File: config.mk
export PLATFORM = sky130hd
export DESIGN_NAME = sacc_core
export DESIGN_NICKNAME = d
export VERILOG_FILES = /design/src/rtl/sacc_pkg.sv /design/src/rtl/sacc_fx_div.sv /design/src/rtl/sacc_core.sv
export SDC_FILE = /design/constraint.sdc
export NUM_CORES = 1
export LEC_CHECK = 0
export ABC_AREA = 1
export BUFFER_PORTS_ARGS = -buffer_cell sky130_fd_sc_hd__buf_2
export CELL_PAD_IN_SITES_DETAIL_PLACEMENT = 1
export CELL_PAD_IN_SITES_GLOBAL_PLACEMENT = 2
export CORE_ASPECT_RATIO = 0.75
export CORE_UTILIZATION = 28
export CTS_CLUSTER_SIZE = 10
export DETAILED_ROUTE_END_ITERATION = 12
export HOLD_SLACK_MARGIN = 0.06
export PLACE_DENSITY = 0.8
export SYNTH_ARGS = -nofsm -noshare
export SYNTH_HDL_FRONTEND = slang
export SYNTH_SLANG_ARGS = --single-unit
File: constraint.sdc
create_clock -name clk -period 1.23 [get_ports clk]
set_input_delay 0.0615 -clock clk [delete_from_list [all_inputs] [get_ports clk]]
set_output_delay 0.0615 -clock clk [all_outputs]
set_load 0.1 [all_outputs]
File: src/rtl/sacc_pkg.sv
// sacc_pkg: constants and carrier types for the successive-approximation
// converter control block.
// assumes one 125 MHz system clock; f_x is modelled by a clock enable.
package sacc_pkg;
    // converter resolution and channel count
    localparam int DATA_W = 8;
    localparam int CHAN_N = 4;
    localparam int CHAN_W = 2;
    // data register value after reset and after standby stop
    localparam logic [7:0] DATA_RESET = 8'h00;
    // timing in f_x periods
    localparam int SAMPLE_FX = 14;
    localparam int REPEAT_FX = 48;
    localparam int SAMPLES_PER_CONV = 8;
    // one instruction cycle is 16 f_x periods
    localparam int INSTR_FX = 16;
    localparam int SINGLE_INSTRS = 3;
    localparam int SINGLE_FX = INSTR_FX * SINGLE_INSTRS;
    // f_x divider: system clock periods per f_x period
    localparam int FX_DIV = 1;
    // counter width for f_x counts
    localparam int FXCNT_W = 8;

    typedef enum {
        SACC_IDLE,
        SACC_SAMPLE,
        SACC_SETTLE,
        SACC_SINGLE
    } sacc_state_t;

    // software-side control strobes and levels
    typedef struct packed {
        logic mode_single;
        logic start_wr;
        logic [1:0] chan;
    } sacc_ctrl_t;

    // flags the block reports
    typedef struct packed {
        logic done;
        logic cmp;
        logic busy;
    } sacc_stat_t;
endpackage : sacc_pkg

File: src/rtl/sacc_fx_div.sv
// sacc_fx_div: divides the system clock down to a one-cycle f_x enable.
// assumes an asynchronous active-low reset from the top module.
`timescale 1ns/1ps
`default_nettype none
module sacc_fx_div #(
    parameter int DIV = 1
) (
    // clock and reset
    input wire logic clk,
    input wire logic rst_n,
    // enable out
    output logic tick
);
    localparam int CW = (DIV > 1) ? $clog2(DIV) : 1;
    logic [CW-1:0] cnt;
    logic [CW-1:0] next_cnt;

    if (DIV < 1) begin : g_bad_div
        $error("sacc_fx_div: DIV must be at least 1");
    end

    always_comb begin
        if (cnt == CW'(DIV - 1)) begin
            next_cnt = '0;
        end else begin
            next_cnt = cnt + CW'(1);
        end
    end

    always_ff @(posedge clk or negedge rst_n) begin
        if (!rst_n) begin
            cnt <= '0;
        end else begin
            cnt <= next_cnt;
        end
    end

    assign tick = (cnt == CW'(DIV - 1));
endmodule : sacc_fx_div
`default_nettype wire

File: src/rtl/sacc_core.sv
// sacc_core: control for an 8-bit successive-approximation converter with
// four analog inputs, successive and single-compare modes.
// assumes the comparator and D/A are analog; comp_in is their digital result.
// Notes on behaviour
// - Mode select 0 runs successive conversion, 1 runs single comparison.
// - Successive mode decides all eight bits, most significant first.
// - Comparator gives 1 when input is above the D/A level and feeds data or flag.
// - Single mode drives the data register to the D/A and compares once.
// - In single mode a start write gives a compare result three instruction cycles later.
// - In single mode a data register write starts a comparison like the start flag.
// - The compare result flag clears on reset and on a data register write in single mode, except a write in the cycle a compare completes.
// - Data register writes are ignored while mode select is 0.
// - In successive mode the reference draws current from start until done.
// - In single mode the reference draws current from start until the flag is written.
// - Standby halt does not stop an operation in progress.
// - Standby stop aborts, clears the data register to 00H and cuts reference current.
// - A conversion is eight samples of 14 f_x each, repeating every 48 f_x.
// - Four channels are served, one selected channel converted at a time.
// - The data register supports peripheral read and write accesses.
// - The reference pin is a reference input when any analog select bit is 1, reading 0.
`timescale 1ns/1ps
`default_nettype none
module sacc_core (
    // clock and reset
    input wire logic clk,
    input wire logic rst_n,
    // software control
    input wire sacc_pkg::sacc_ctrl_t ctrl,
    input wire logic data_wr,
    input wire logic [7:0] data_wdata,
    input wire logic data_rd,
    input wire logic halt_mode,
    input wire logic stop_mode,
    // analog front end
    input wire logic comp_in,
    output logic [7:0] dac_code,
    output logic [1:0] chan_sel,
    output logic sample_en,
    output logic ref_on,
    // reference pin sharing
    input wire logic [3:0] analog_pin_select_bits,
    input wire logic ref_pin_level,
    output logic ref_pin_is_ref,
    output logic ref_pin_read,
    // register read side
    output logic [7:0] conversion_data_register,
    output logic [7:0] rdata,
    output sacc_pkg::sacc_stat_t stat
);
    logic rst_s1, rst_s2;
    always_ff @(posedge clk or negedge rst_n) begin
        if (!rst_n) begin
            rst_s1 <= 1'b0;
            rst_s2 <= 1'b0;
        end else begin
            rst_s1 <= 1'b1;
            rst_s2 <= rst_s1;
        end
    end

    logic fx;
    sacc_fx_div #(.DIV(sacc_pkg::FX_DIV)) u_div (
        .clk(clk),
        .rst_n(rst_s2),
        .tick(fx)
    );

    sacc_pkg::sacc_state_t state, next_state;
    logic [7:0] data, next_data;
    logic [7:0] trial, next_trial;
    logic [2:0] bitn, next_bitn;
    logic [sacc_pkg::FXCNT_W-1:0] cnt, next_cnt;
    logic [1:0] chan, next_chan;
    logic done, next_done;
    logic cmp, next_cmp;
    logic [7:0] rd_q, next_rd_q;

    // write accepted only in single mode
    logic wr_ok;
    assign wr_ok = data_wr && ctrl.mode_single;

    always_comb begin
        next_state = state;
        next_data = data;
        next_trial = trial;
        next_bitn = bitn;
        next_cnt = cnt;
        next_chan = chan;
        next_done = done;
        next_cmp = cmp;
        next_rd_q = rd_q;
        if (data_rd) begin
            next_rd_q = data;
        end
        if (wr_ok) begin
            next_data = data_wdata;
        end
        if (wr_ok) begin
            next_cmp = 1'b0;
        end
        case (state)
            sacc_pkg::SACC_IDLE: begin
                if (!ctrl.mode_single && ctrl.start_wr) begin
                    next_state = sacc_pkg::SACC_SAMPLE;
                    next_chan = ctrl.chan;
                    next_done = 1'b0;
                    next_data = sacc_pkg::DATA_RESET;
                    next_trial = 8'h80;
                    next_bitn = 3'd7;
                    next_cnt = '0;
                end else if (ctrl.mode_single && (ctrl.start_wr || wr_ok)) begin
                    next_state = sacc_pkg::SACC_SINGLE;
                    next_chan = ctrl.chan;
                    next_cnt = '0;
                end
            end
            sacc_pkg::SACC_SAMPLE: begin
                if (fx) begin
                    if (cnt == sacc_pkg::FXCNT_W'(sacc_pkg::SAMPLE_FX - 1)) begin
                        next_state = sacc_pkg::SACC_SETTLE;
                        // keep bit when input above trial
                        next_data = comp_in ? trial : (trial & ~(8'h01 << bitn));
                    end
                    next_cnt = cnt + sacc_pkg::FXCNT_W'(1);
                end
            end
            sacc_pkg::SACC_SETTLE: begin
                if (fx) begin
                    next_cnt = cnt + sacc_pkg::FXCNT_W'(1);
                    if (cnt == sacc_pkg::FXCNT_W'(sacc_pkg::REPEAT_FX - 1)) begin
                        next_cnt = '0;
                        if (bitn == 3'd0) begin
                            next_state = sacc_pkg::SACC_IDLE;
                            next_done = 1'b1;
                        end else begin
                            next_bitn = bitn - 3'd1;
                            next_trial = data | (8'h01 << (bitn - 3'd1));
                            next_state = sacc_pkg::SACC_SAMPLE;
                        end
                    end
                end
            end
            sacc_pkg::SACC_SINGLE: begin
                if (fx) begin
                    next_cnt = cnt + sacc_pkg::FXCNT_W'(1);
                    if (cnt == sacc_pkg::FXCNT_W'(sacc_pkg::SINGLE_FX - 1)) begin
                        next_cmp = comp_in;
                        next_state = sacc_pkg::SACC_IDLE;
                    end
                end
            end
            default: begin
                next_state = sacc_pkg::SACC_IDLE;
            end
        endcase
        if (stop_mode) begin
            next_state = sacc_pkg::SACC_IDLE;
            next_data = sacc_pkg::DATA_RESET;
            next_cnt = '0;
        end
    end

    always_ff @(posedge clk or negedge rst_s2) begin
        if (!rst_s2) begin
            state <= sacc_pkg::SACC_IDLE;
            data <= sacc_pkg::DATA_RESET;
            trial <= 8'h00;
            bitn <= 3'd0;
            cnt <= '0;
            chan <= 2'd0;
            done <= 1'b0;
            cmp <= 1'b0;
            rd_q <= 8'h00;
        end else begin
            state <= next_state;
            data <= next_data;
            trial <= next_trial;
            bitn <= next_bitn;
            cnt <= next_cnt;
            chan <= next_chan;
            done <= next_done;
            cmp <= next_cmp;
            rd_q <= next_rd_q;
        end
    end

    logic busy;
    assign busy = (state != sacc_pkg::SACC_IDLE);
    // single mode drives data register to the D/A
    assign dac_code = (state == sacc_pkg::SACC_SAMPLE || state == sacc_pkg::SACC_SETTLE) ? trial : data;
    assign chan_sel = chan;
    assign sample_en = (state == sacc_pkg::SACC_SAMPLE) || (state == sacc_pkg::SACC_SINGLE);
    assign ref_on = busy;
    assign ref_pin_is_ref = |analog_pin_select_bits;
    assign ref_pin_read = ref_pin_is_ref ? 1'b0 : ref_pin_level;
    assign conversion_data_register = data;
    assign rdata = rd_q;
    assign stat = '{done: done, cmp: cmp, busy: busy};
endmodule : sacc_core
`default_nettype wire

==> results of run 1 <==
## routing by layer
metal  vias to the layer above  track usage [%]  routed length (um)
met5                         -                0                   0
met4                         0             5.79                 157
met3                        15             3.62                 389
met2                        56             39.5                5660
met1                      1545             29.7                5020
li1                       1462                -                   -
## cell usage after synthesis
cell type | n | area (um2)
inv_1 | 37 | 139
a211oi_1 | 1 | 7.51
buf_4 | 3 | 22.5
nor2_1 | 31 | 116
o21ai_2 | 8 | 70.1
o211ai_1 | 5 | 37.5
o21ai_1 | 9 | 45.0
nand2_2 | 6 | 37.5
o21bai_1 | 2 | 15.0
nand2_1 | 94 | 353
conb_1 | 1 | 3.75
nand4_1 | 2 | 12.5
nand3_1 | 29 | 145
or2_2 | 1 | 6.26
clkbuf_1 | 5 | 18.8
dfrtp_1 | 43 | 1080
ha_1 | 12 | 150
nor2_4 | 2 | 22.5
inv_2 | 11 | 41.3
or4_1 | 1 | 7.51
a21oi_4 | 1 | 16.3
a21oi_1 | 28 | 140
o21ai_0 | 22 | 110
mux2_1 | 2 | 22.5
nand3_2 | 1 | 10.0
buf_6 | 2 | 22.5
buf_2 | 5 | 25.0
nor2_2 | 3 | 18.8
a21oi_2 | 2 | 17.5
## worst max-delay path: stages, from the launching register on
cell and delay (ns):
dfrtp_1 0.39, inv_2 0.09, ha_4 0.23, buf_12 0.14
buf_8 0.12, o21ai_4 0.17, buf_12 0.19
## what timing repair did
item                                    CTS  global route
endpoints found under the hold margin     4             0
endpoints found under the setup margin   44            44
hold buffers                              3             0
buffers inserted                         21             8
pin swaps                                22            21
gates resized for setup                  87            42
cloned                                    2             0
## stage by stage
stage	utilization, %	total power [mW]	instance area, um2	setup slack, ns
detailed placement	43.0	10.1	3980	-0.398
global route	53.5	14.8	4940	-0.495
finish	53.5	14.2	4940	-0.462
CTS	51.1	13.5	4720	-0.437
global placement	43.0	9.89	3980	-0.338
floorplan	-	7.28	2940	-0.688
## state kept, by name (all words and copies together), names as in the netlist, 2 cells and up
register / cells
conversion_data_register: 8
trial: 8
chan_sel: 2
cnt: 8
bitn: 3
rdata: 8
state: 2
## area by class of cell
type | instances | area (um2) | area share (%)
Clock buffer | 6 | 129 | 2.61
Clock inverter | 2 | 60.1 | 1.21
Inverter | 48 | 200 | 4.05
Multi-Input combinational cell | 263 | 1940 | 39.2
Sequential cell | 43 | 1100 | 22.3
Tap cell | 128 | 160 | 3.24
Timing Repair Buffer | 146 | 1350 | 27.2
Timing Repair inverter | 1 | 7.51 | 0.152
## cell families (layout without fill, tap and decap cells)
kind of cell | count (synthesis) | after routing
AO/OA/AOI/OAI | 78 | 78
adder cells (fa/ha/maj) | 12 | 12
buffers and inverters | 63 | 203
flip-flops | 43 | 43
multiplexers | 2 | 2
other | 1 | 1
AND/OR/NAND/NOR | 170 | 170
## report_power, final
part           internal [mW]  switching [mW]  total (mW)
combinational           4.15            6.27        10.4
sequential              1.74           0.276        2.02
clock                   1.17           0.582        1.75
## how the worst max path moves through the flow
| stage | depth (start not counted) | from | end |
|---|---|---|---|
| after detailed placement | 9 | state[1] | state[1] |
| after global placement | 8 | cnt[0] | cnt[3] |
| after global routing | 6 | state[1] | dac_code[4] |
| final | 6 | state[1] | dac_code[4] |
| after floorplan | 10 | state[0] | bitn[1] |
| after CTS | 6 | state[0] | dac_code[4] |
==> results.yml, run 1 <==
outcome:
  status: "finished, violations left"
  violations: "negative setup slack"
die:
  core_area_um2: 9230
  num_rows: 30
  die_h_um: 87.2
  pin_count: 57
  die_area_um2: 10100
  chipWidth_um: 116
  start_util_pct: 29.3
setup_path:
  path_max_fanout: 4
  end_kind: "primary output"
  worst-setup-path-type: "reg2out"
  critical_path_required_ns: 1.17
  r2r_slack_ns: -0.42
  cp-start-kind: "register"
  reg2regPathDepth: 10
  r2r-start: "state[0]"
  r2r_end: "trial[7]"
  arrival_ns: 1.63
synthesis:
  synth-seq-cells: 43
  seq_area_frac_synth_pct: 39.7
  synth.cell_area_um2: 2710
  synth_top_family_by_area: "simple AND/OR/NAND/NOR gates"
  synthSimpleGateAreaFrac_pct: 26.9
  synth-adder-area-share_pct: 5.54
  synth_mux_area_share_pct: 0.831
  synth-xor-area-share_pct: 0
  synth_warnings: 0
  synth_cell_types: 29
  syn_area_per_cell_um2: 7.34
  syn_inst: 369
  syn_nets: 405
  synth_compound_area_share_pct: 16.9
clock_network:
  cts_buffer_depth: 2
  cts.clk_slew.worst_paths_ns: 0.06
  clockRootBuffer: "clkbuf_16"
  clock_sinks: 43
  worstSkewPairLatency_ns: 0.30
  numCtsBuffers: 5
  ctsHtreeMaxLevel: 2
  cts_tree: "built"
routing:
  dr_total_vias: 3078
  viasPerCell: 4.83
  firstDrtPassIters: 4
  drc_errors: 0
  wl_per_cell_um: 17.6
  first_iter_violations: 107
  antenna_left: 0
  wirelength_mm: 11.2
timing:
  fin_crit_sh_pct: 138
  rsz0062_at_grt: "true"
  setup_slack_ns: -0.462
  hold_viol: 0
  finalSetupViolCount: 44
  max_freq_ghz: 0.591
  maxSlewViolCount: 0
  fin_crit_ns: 1.69
  hold_slack_ns: 0.0778
  tns_ns: -14.96
  clock_skew_ns: 0.0127
global_routing:
  antenna_found_initial: 0
  track_usage_pct: 22.8
  grt_pass1_vias: 3220
  grt_max_degree: 42
  grt_pass1_wl_mm: 17.2
  overflow: 0
pwr:
  p_leak_nw: 2.22
  ir_drop_mv: 2.04
  p_per_area_nw_per_um2: 2870
finish:
  diodes: 0
  area_growth_pct: 82.4
  layout_commonest_cell: "buf_4"
  layout.cells.non_filler: 637
  fin_nets: 544
  layout-drive-gt1-share_pct: 57.6
  mostFrequentLayoutCells: "62 x buf_4, 61 x nand2_1, 41 x buf_2, 32 x dfrtp_1, 29 x inv_1"
  fill_cells: 1116
flow_run:
  cap_violations: 0
place:
  port_buffers: 55
  place_congestion: 0.745
  dp_hpwl_mm: 7.07
  placedCellCount: 596
worst_hold_path:
  hold_class: "in2async"
No activity file was read; power rests on OpenSTA's default activity.
==> inputs of run 2 (changes only) <==
- clock period: 1.23 -> 1.4 ns (I/O delays scaled with it)
==> results.yml, run 2 (synthesis gave the netlist of run 1 again) <==
routing:
  antenna_left: 0
  viasPerCell: 4.81
  drc_errors: 0
  firstDrtPassIters: 4
  wirelength_mm: 10.8
  first_iter_violations: 121
  wl_per_cell_um: 17.2
  dr_total_vias: 3007
die:
  die_area_um2: 10100
  pin_count: 57
  chipWidth_um: 116
  start_util_pct: 29.3
  die_h_um: 87.2
  core_area_um2: 9230
  num_rows: 30
clock_network:
  numCtsBuffers: 5
  clock_sinks: 43
  cts.clk_slew.worst_paths_ns: 0.06
  ctsHtreeMaxLevel: 2
  worstSkewPairLatency_ns: 0.29
  cts_buffer_depth: 2
  cts_tree: "built"
  clockRootBuffer: "clkbuf_16"
finish:
  layout-drive-gt1-share_pct: 53.3
  diodes: 0
  layout_commonest_cell: "nand2_1"
  mostFrequentLayoutCells: "69 x nand2_1, 57 x buf_4, 43 x buf_2, 34 x dfrtp_1, 30 x inv_1"
  fill_cells: 1092
  fin_nets: 532
  area_growth_pct: 73.5
place:
  dp_slack_ns: -0.310
  place_congestion: 0.783
  dp_hpwl_mm: 6.92
  port_buffers: 55
pwr:
  p_leak_nw: 2.12
  power.internal_mw: 5.67
  ir_drop_mv: 1.11
  switching_share_pct: 51.7
  p_per_area_nw_per_um2: 2500
  p_clk_share_pct: 10.8
  pwr-share-comb_pct: 74.3
  p_seq_share_pct: 14.9
  p_sw_mw: 6.08
global_routing:
  grt_pass1_vias: 3004
  antenna_found_initial: 0
  track_usage_pct: 21.2
  grt_pass1_wl_mm: 15.8
  grt_max_degree: 42
  overflow: 0
setup_path:
  arrival_ns: 1.62
  reg2regPathDepth: 10
  end_kind: "primary output"
  r2r_end: "trial[7]"
  critical_path_required_ns: 1.33
  cp-start-kind: "register"
  worst-setup-path-type: "reg2out"
  path_max_fanout: 6
  r2r_slack_ns: -0.24
  r2r-start: "state[0]"
flow_run:
  cap_violations: 0
timing:
  hold_viol: 0
  clock_skew_ns: 0.00611
  finalSetupViolCount: 41
  tns_ns: -7.04
  maxSlewViolCount: 0
  fin_crit_ns: 1.69
  setup_slack_ns: -0.286
  max_freq_ghz: 0.593
  fin_crit_sh_pct: 120
  rsz0062_at_grt: "true"
outcome:
  violations: "negative setup slack"
  status: "finished, violations left"
worst_hold_path:
  hold_class: "in2async"
[run 2: how the worst max path moves through the flow]
stage / start / to / slack (ns) / cells after the start
2_1_floorplan: state[0] / bitn[1] / -0.52 / 10
3_5_place_dp: state[0] / trial[5] / -0.31 / 9
5_1_grt: state[0] / dac_code[7] / -0.31 / 6
4_1_cts: state[0] / dac_code[7] / -0.25 / 6
6_report: state[1] / dac_code[7] / -0.29 / 6
3_3_place_gp: state[0] / trial[7] / -0.18 / 9
[run 2: power by group through the flow]
| stage | logic (mW) | registers (mW) | clock network [mW] |
|---|---|---|---|
| CTS | 7.83 | 1.72 | 1.30 |
| finish | 8.73 | 1.75 | 1.27 |
| global placement | 6.71 | 1.75 | 0 |
| global route | 9.16 | 1.78 | 1.35 |
| detailed placement | 6.85 | 1.76 | 0 |
| floorplan | 3.75 | 2.60 | 0 |
[run 2: critical path, cell delays in order, from the launching register on]
cell and delay, ns:
dfrtp_1 0.40, inv_2 0.09, ha_4 0.23, buf_6 0.15, buf_6 0.12, o21ai_4 0.14, buf_12 0.19
[run 2: what timing repair did]
item | in CTS | in global routing
gates resized for setup | 54 | 60
setup buffers | 20 | 8
endpoints found under the hold margin | 4 | 0
pin swaps | 23 | 28
setup endpoints to repair | 41 | 43
cloned | 0 | 1
hold buffers | 3 | 0
[run 2: metrics by stage]
| stage | power (mW) | hold slack (ns) | util (%) | area, um2 | instances |
|---|---|---|---|---|---|
| CTS | 10.9 | 0.0835 | 47.5 | 4390 | 617 |
| floorplan | 6.35 | -0.226 | - | 2930 | 369 |
| global route | 12.3 | 0.0829 | 50.9 | 4700 | 625 |
| detailed placement | 8.61 | -0.143 | 41.7 | 3850 | 587 |
| global placement | 8.46 | -0.145 | 41.7 | 3850 | 587 |
| finish | 11.8 | 0.0924 | 50.9 | 4700 | 625 |
[run 2: area by class of cell]
cell class              count  area, um2  area share (%)
inverters                  48        201            4.28
clock buffers               7        153            3.25
flip-flops and latches     43       1100            23.4
well taps                 128        160            3.41
repair buffers            135       1180            25.1
multi-input cells         263       1900            40.5
clock inverters             1       7.51           0.160
[run 2: layer usage]
layer  track usage [%]  vias to the layer above  wire length, um
met5                 0                        -                0
met4              5.55                        0              208
met3              3.48                       15              325
met2              35.0                       54             5320
met1              28.6                     1499             4930
li1                  -                     1439                -
==> inputs of run 3 (changes only) <==
- SETUP_SLACK_MARGIN: unset -> 0.15
==> results.yml, run 3 (synthesis gave the netlist of run 1 again) <==
timing:
  hold_viol: 0
  maxSlewViolCount: 0
  max_freq_ghz: 0.586
  clock_skew_ns: 0.00983
  hold_slack_ns: 0.0883
  fin_crit_ns: 1.71
  fin_crit_sh_pct: 122
  tns_ns: -8.67
  setup_slack_ns: -0.306
  rsz0062_at_grt: "true"
  finalSetupViolCount: 43
pwr:
  ir_drop_mv: 1.32
  p_per_area_nw_per_um2: 2550
  power_mw: 12.1
  p_leak_nw: 2.13
setup_path:
  end_kind: "primary output"
  path_max_fanout: 11
  slowest_delay_ns: 0.43
  crit_family: "flip-flops"
  arrival_ns: 1.64
  r2r-start: "state[1]"
  path_buf_inv: 3
  critical_path_required_ns: 1.33
  r2r_slack_ns: -0.31
  reg2regPathDepth: 9
  crit_chain: "inv_4 -> ha_4 -> buf_4 -> nand2_4 -> o21ai_4 -> buf_12"
  cp-start-kind: "register"
  critPathSlowestCell: "dfrtp_2"
  worst-setup-path-type: "reg2out"
  r2r_end: "trial[7]"
worst_hold_path:
  hold_class: "in2async"
finish:
  multi_input_area_um2: 1890
  diodes: 0
  layout_commonest_cell: "nand2_1"
  area_growth_pct: 74.7
  mostFrequentLayoutCells: "73 x nand2_1, 52 x buf_4, 43 x buf_2, 31 x dfrtp_1, 27 x inv_1"
  layout-drive-gt1-share_pct: 53.2
  seq_area_um2: 1100
  fin_nets: 531
  final_util_pct: 51.3
  layout.cells.non_filler: 624
  final_area_um2: 4730
  fill_cells: 1098
clock_network:
  numCtsBuffers: 5
  clockRootBuffer: "clkbuf_16"
  cts_tree: "built"
  ctsHtreeMaxLevel: 2
  cts.clk_slew.worst_paths_ns: 0.06
  cts_buffer_depth: 2
  clock_sinks: 43
  worstSkewPairLatency_ns: 0.29
global_routing:
  grt_use_met2_pct: 37.3
  overflow: 0
  grt_use_met1_pct: 29.3
  grt_max_degree: 28
  grt.busiest_layer: "met2"
  track_usage_pct: 21.9
  met3_usage_pct: 3.34
  antenna_found_initial: 0
  grt_pass1_vias: 3109
  grt_pass1_wl_mm: 16.4
place:
  placedCellCount: 589
  dp_hpwl_mm: 7.24
  port_buffers: 55
  placed_cell_area_um2: 3880
  place_congestion: 0.775
  dp_slack_ns: -0.269
routing:
  viasPerCell: 4.78
  dr_total_vias: 2985
  drc_errors: 0
  wl_per_cell_um: 17.6
  antenna_left: 0
  firstDrtPassIters: 4
  first_iter_violations: 105
  wirelength_mm: 11.0
outcome:
  violations: "negative setup slack"
  status: "finished, violations left"
die:
  die_h_um: 87.2
  core_area_um2: 9230
  num_rows: 30
  pin_count: 57
  start_util_pct: 29.3
  die_area_um2: 10100
  chipWidth_um: 116
flow_run:
  cap_violations: 0
run 3: cell types whose count changed in the layout (fill, tap and decap cells not counted), sizes merged:
cell / delta
buf: -1
bufinv: +2
clkbuf: -2
clkinvlp: +1
clkinv: -1
run 3: worst max path at each step:
stage              from           to  depth (start not counted)
2_1_floorplan  state[0]      bitn[1]                         10
3_3_place_gp   state[0]       cnt[7]                          8
3_5_place_dp   state[0]       cnt[3]                          7
4_1_cts        state[1]  dac_code[3]                          6
5_1_grt        state[1]     trial[7]                          9
6_report       state[1]  dac_code[3]                          6
run 3: cell type report:
type                            count  area share, %
Sequential cell                    43           23.3
Tap cell                          128           3.38
Timing Repair inverter              1          0.159
Clock buffer                        6           2.72
Clock inverter                      2           1.27
Multi-Input combinational cell    263           39.9
Timing Repair Buffer              133           25.1
Inverter                           48           4.18
run 3: repair_timing:
item,in CTS,in global routing
endpoints found under the hold margin,4,0
hold buffers,3,0
gates resized for setup,68,40
buffers inserted,10,13
pin swaps,13,20
setup endpoints to repair,44,44
gates cloned,1,0
run 3: where the power goes:
part / switching [mW] / leakage, nW / total (mW) / internal, mW
clock network: 0.521 / 0.0911 / 1.55 / 1.02
logic: 5.40 / 1.50 / 8.75 / 3.35
registers: 0.254 / 0.536 / 1.79 / 1.53
total: 6.17 / 2.13 / 12.1 / 5.91
run 3: worst reg2reg max path, delay by kind of cell, from the launching register on:
kind,cells,cell delay [ns]
adders and majority gates,1,0.20
AOI/OAI and AO/OA,1,0.20
and+or+nand+nor,4,0.33
buffers and inverters,3,0.39
DFF,1,0.45
run 3: metal layers:
| metal | vias to the layer above | wire length [um] |
|---|---|---|
| met5 | - | 0 |
| met4 | 0 | 135 |
| met3 | 11 | 273 |
| met2 | 44 | 5520 |
| met1 | 1499 | 5050 |
| li1 | 1431 | - |
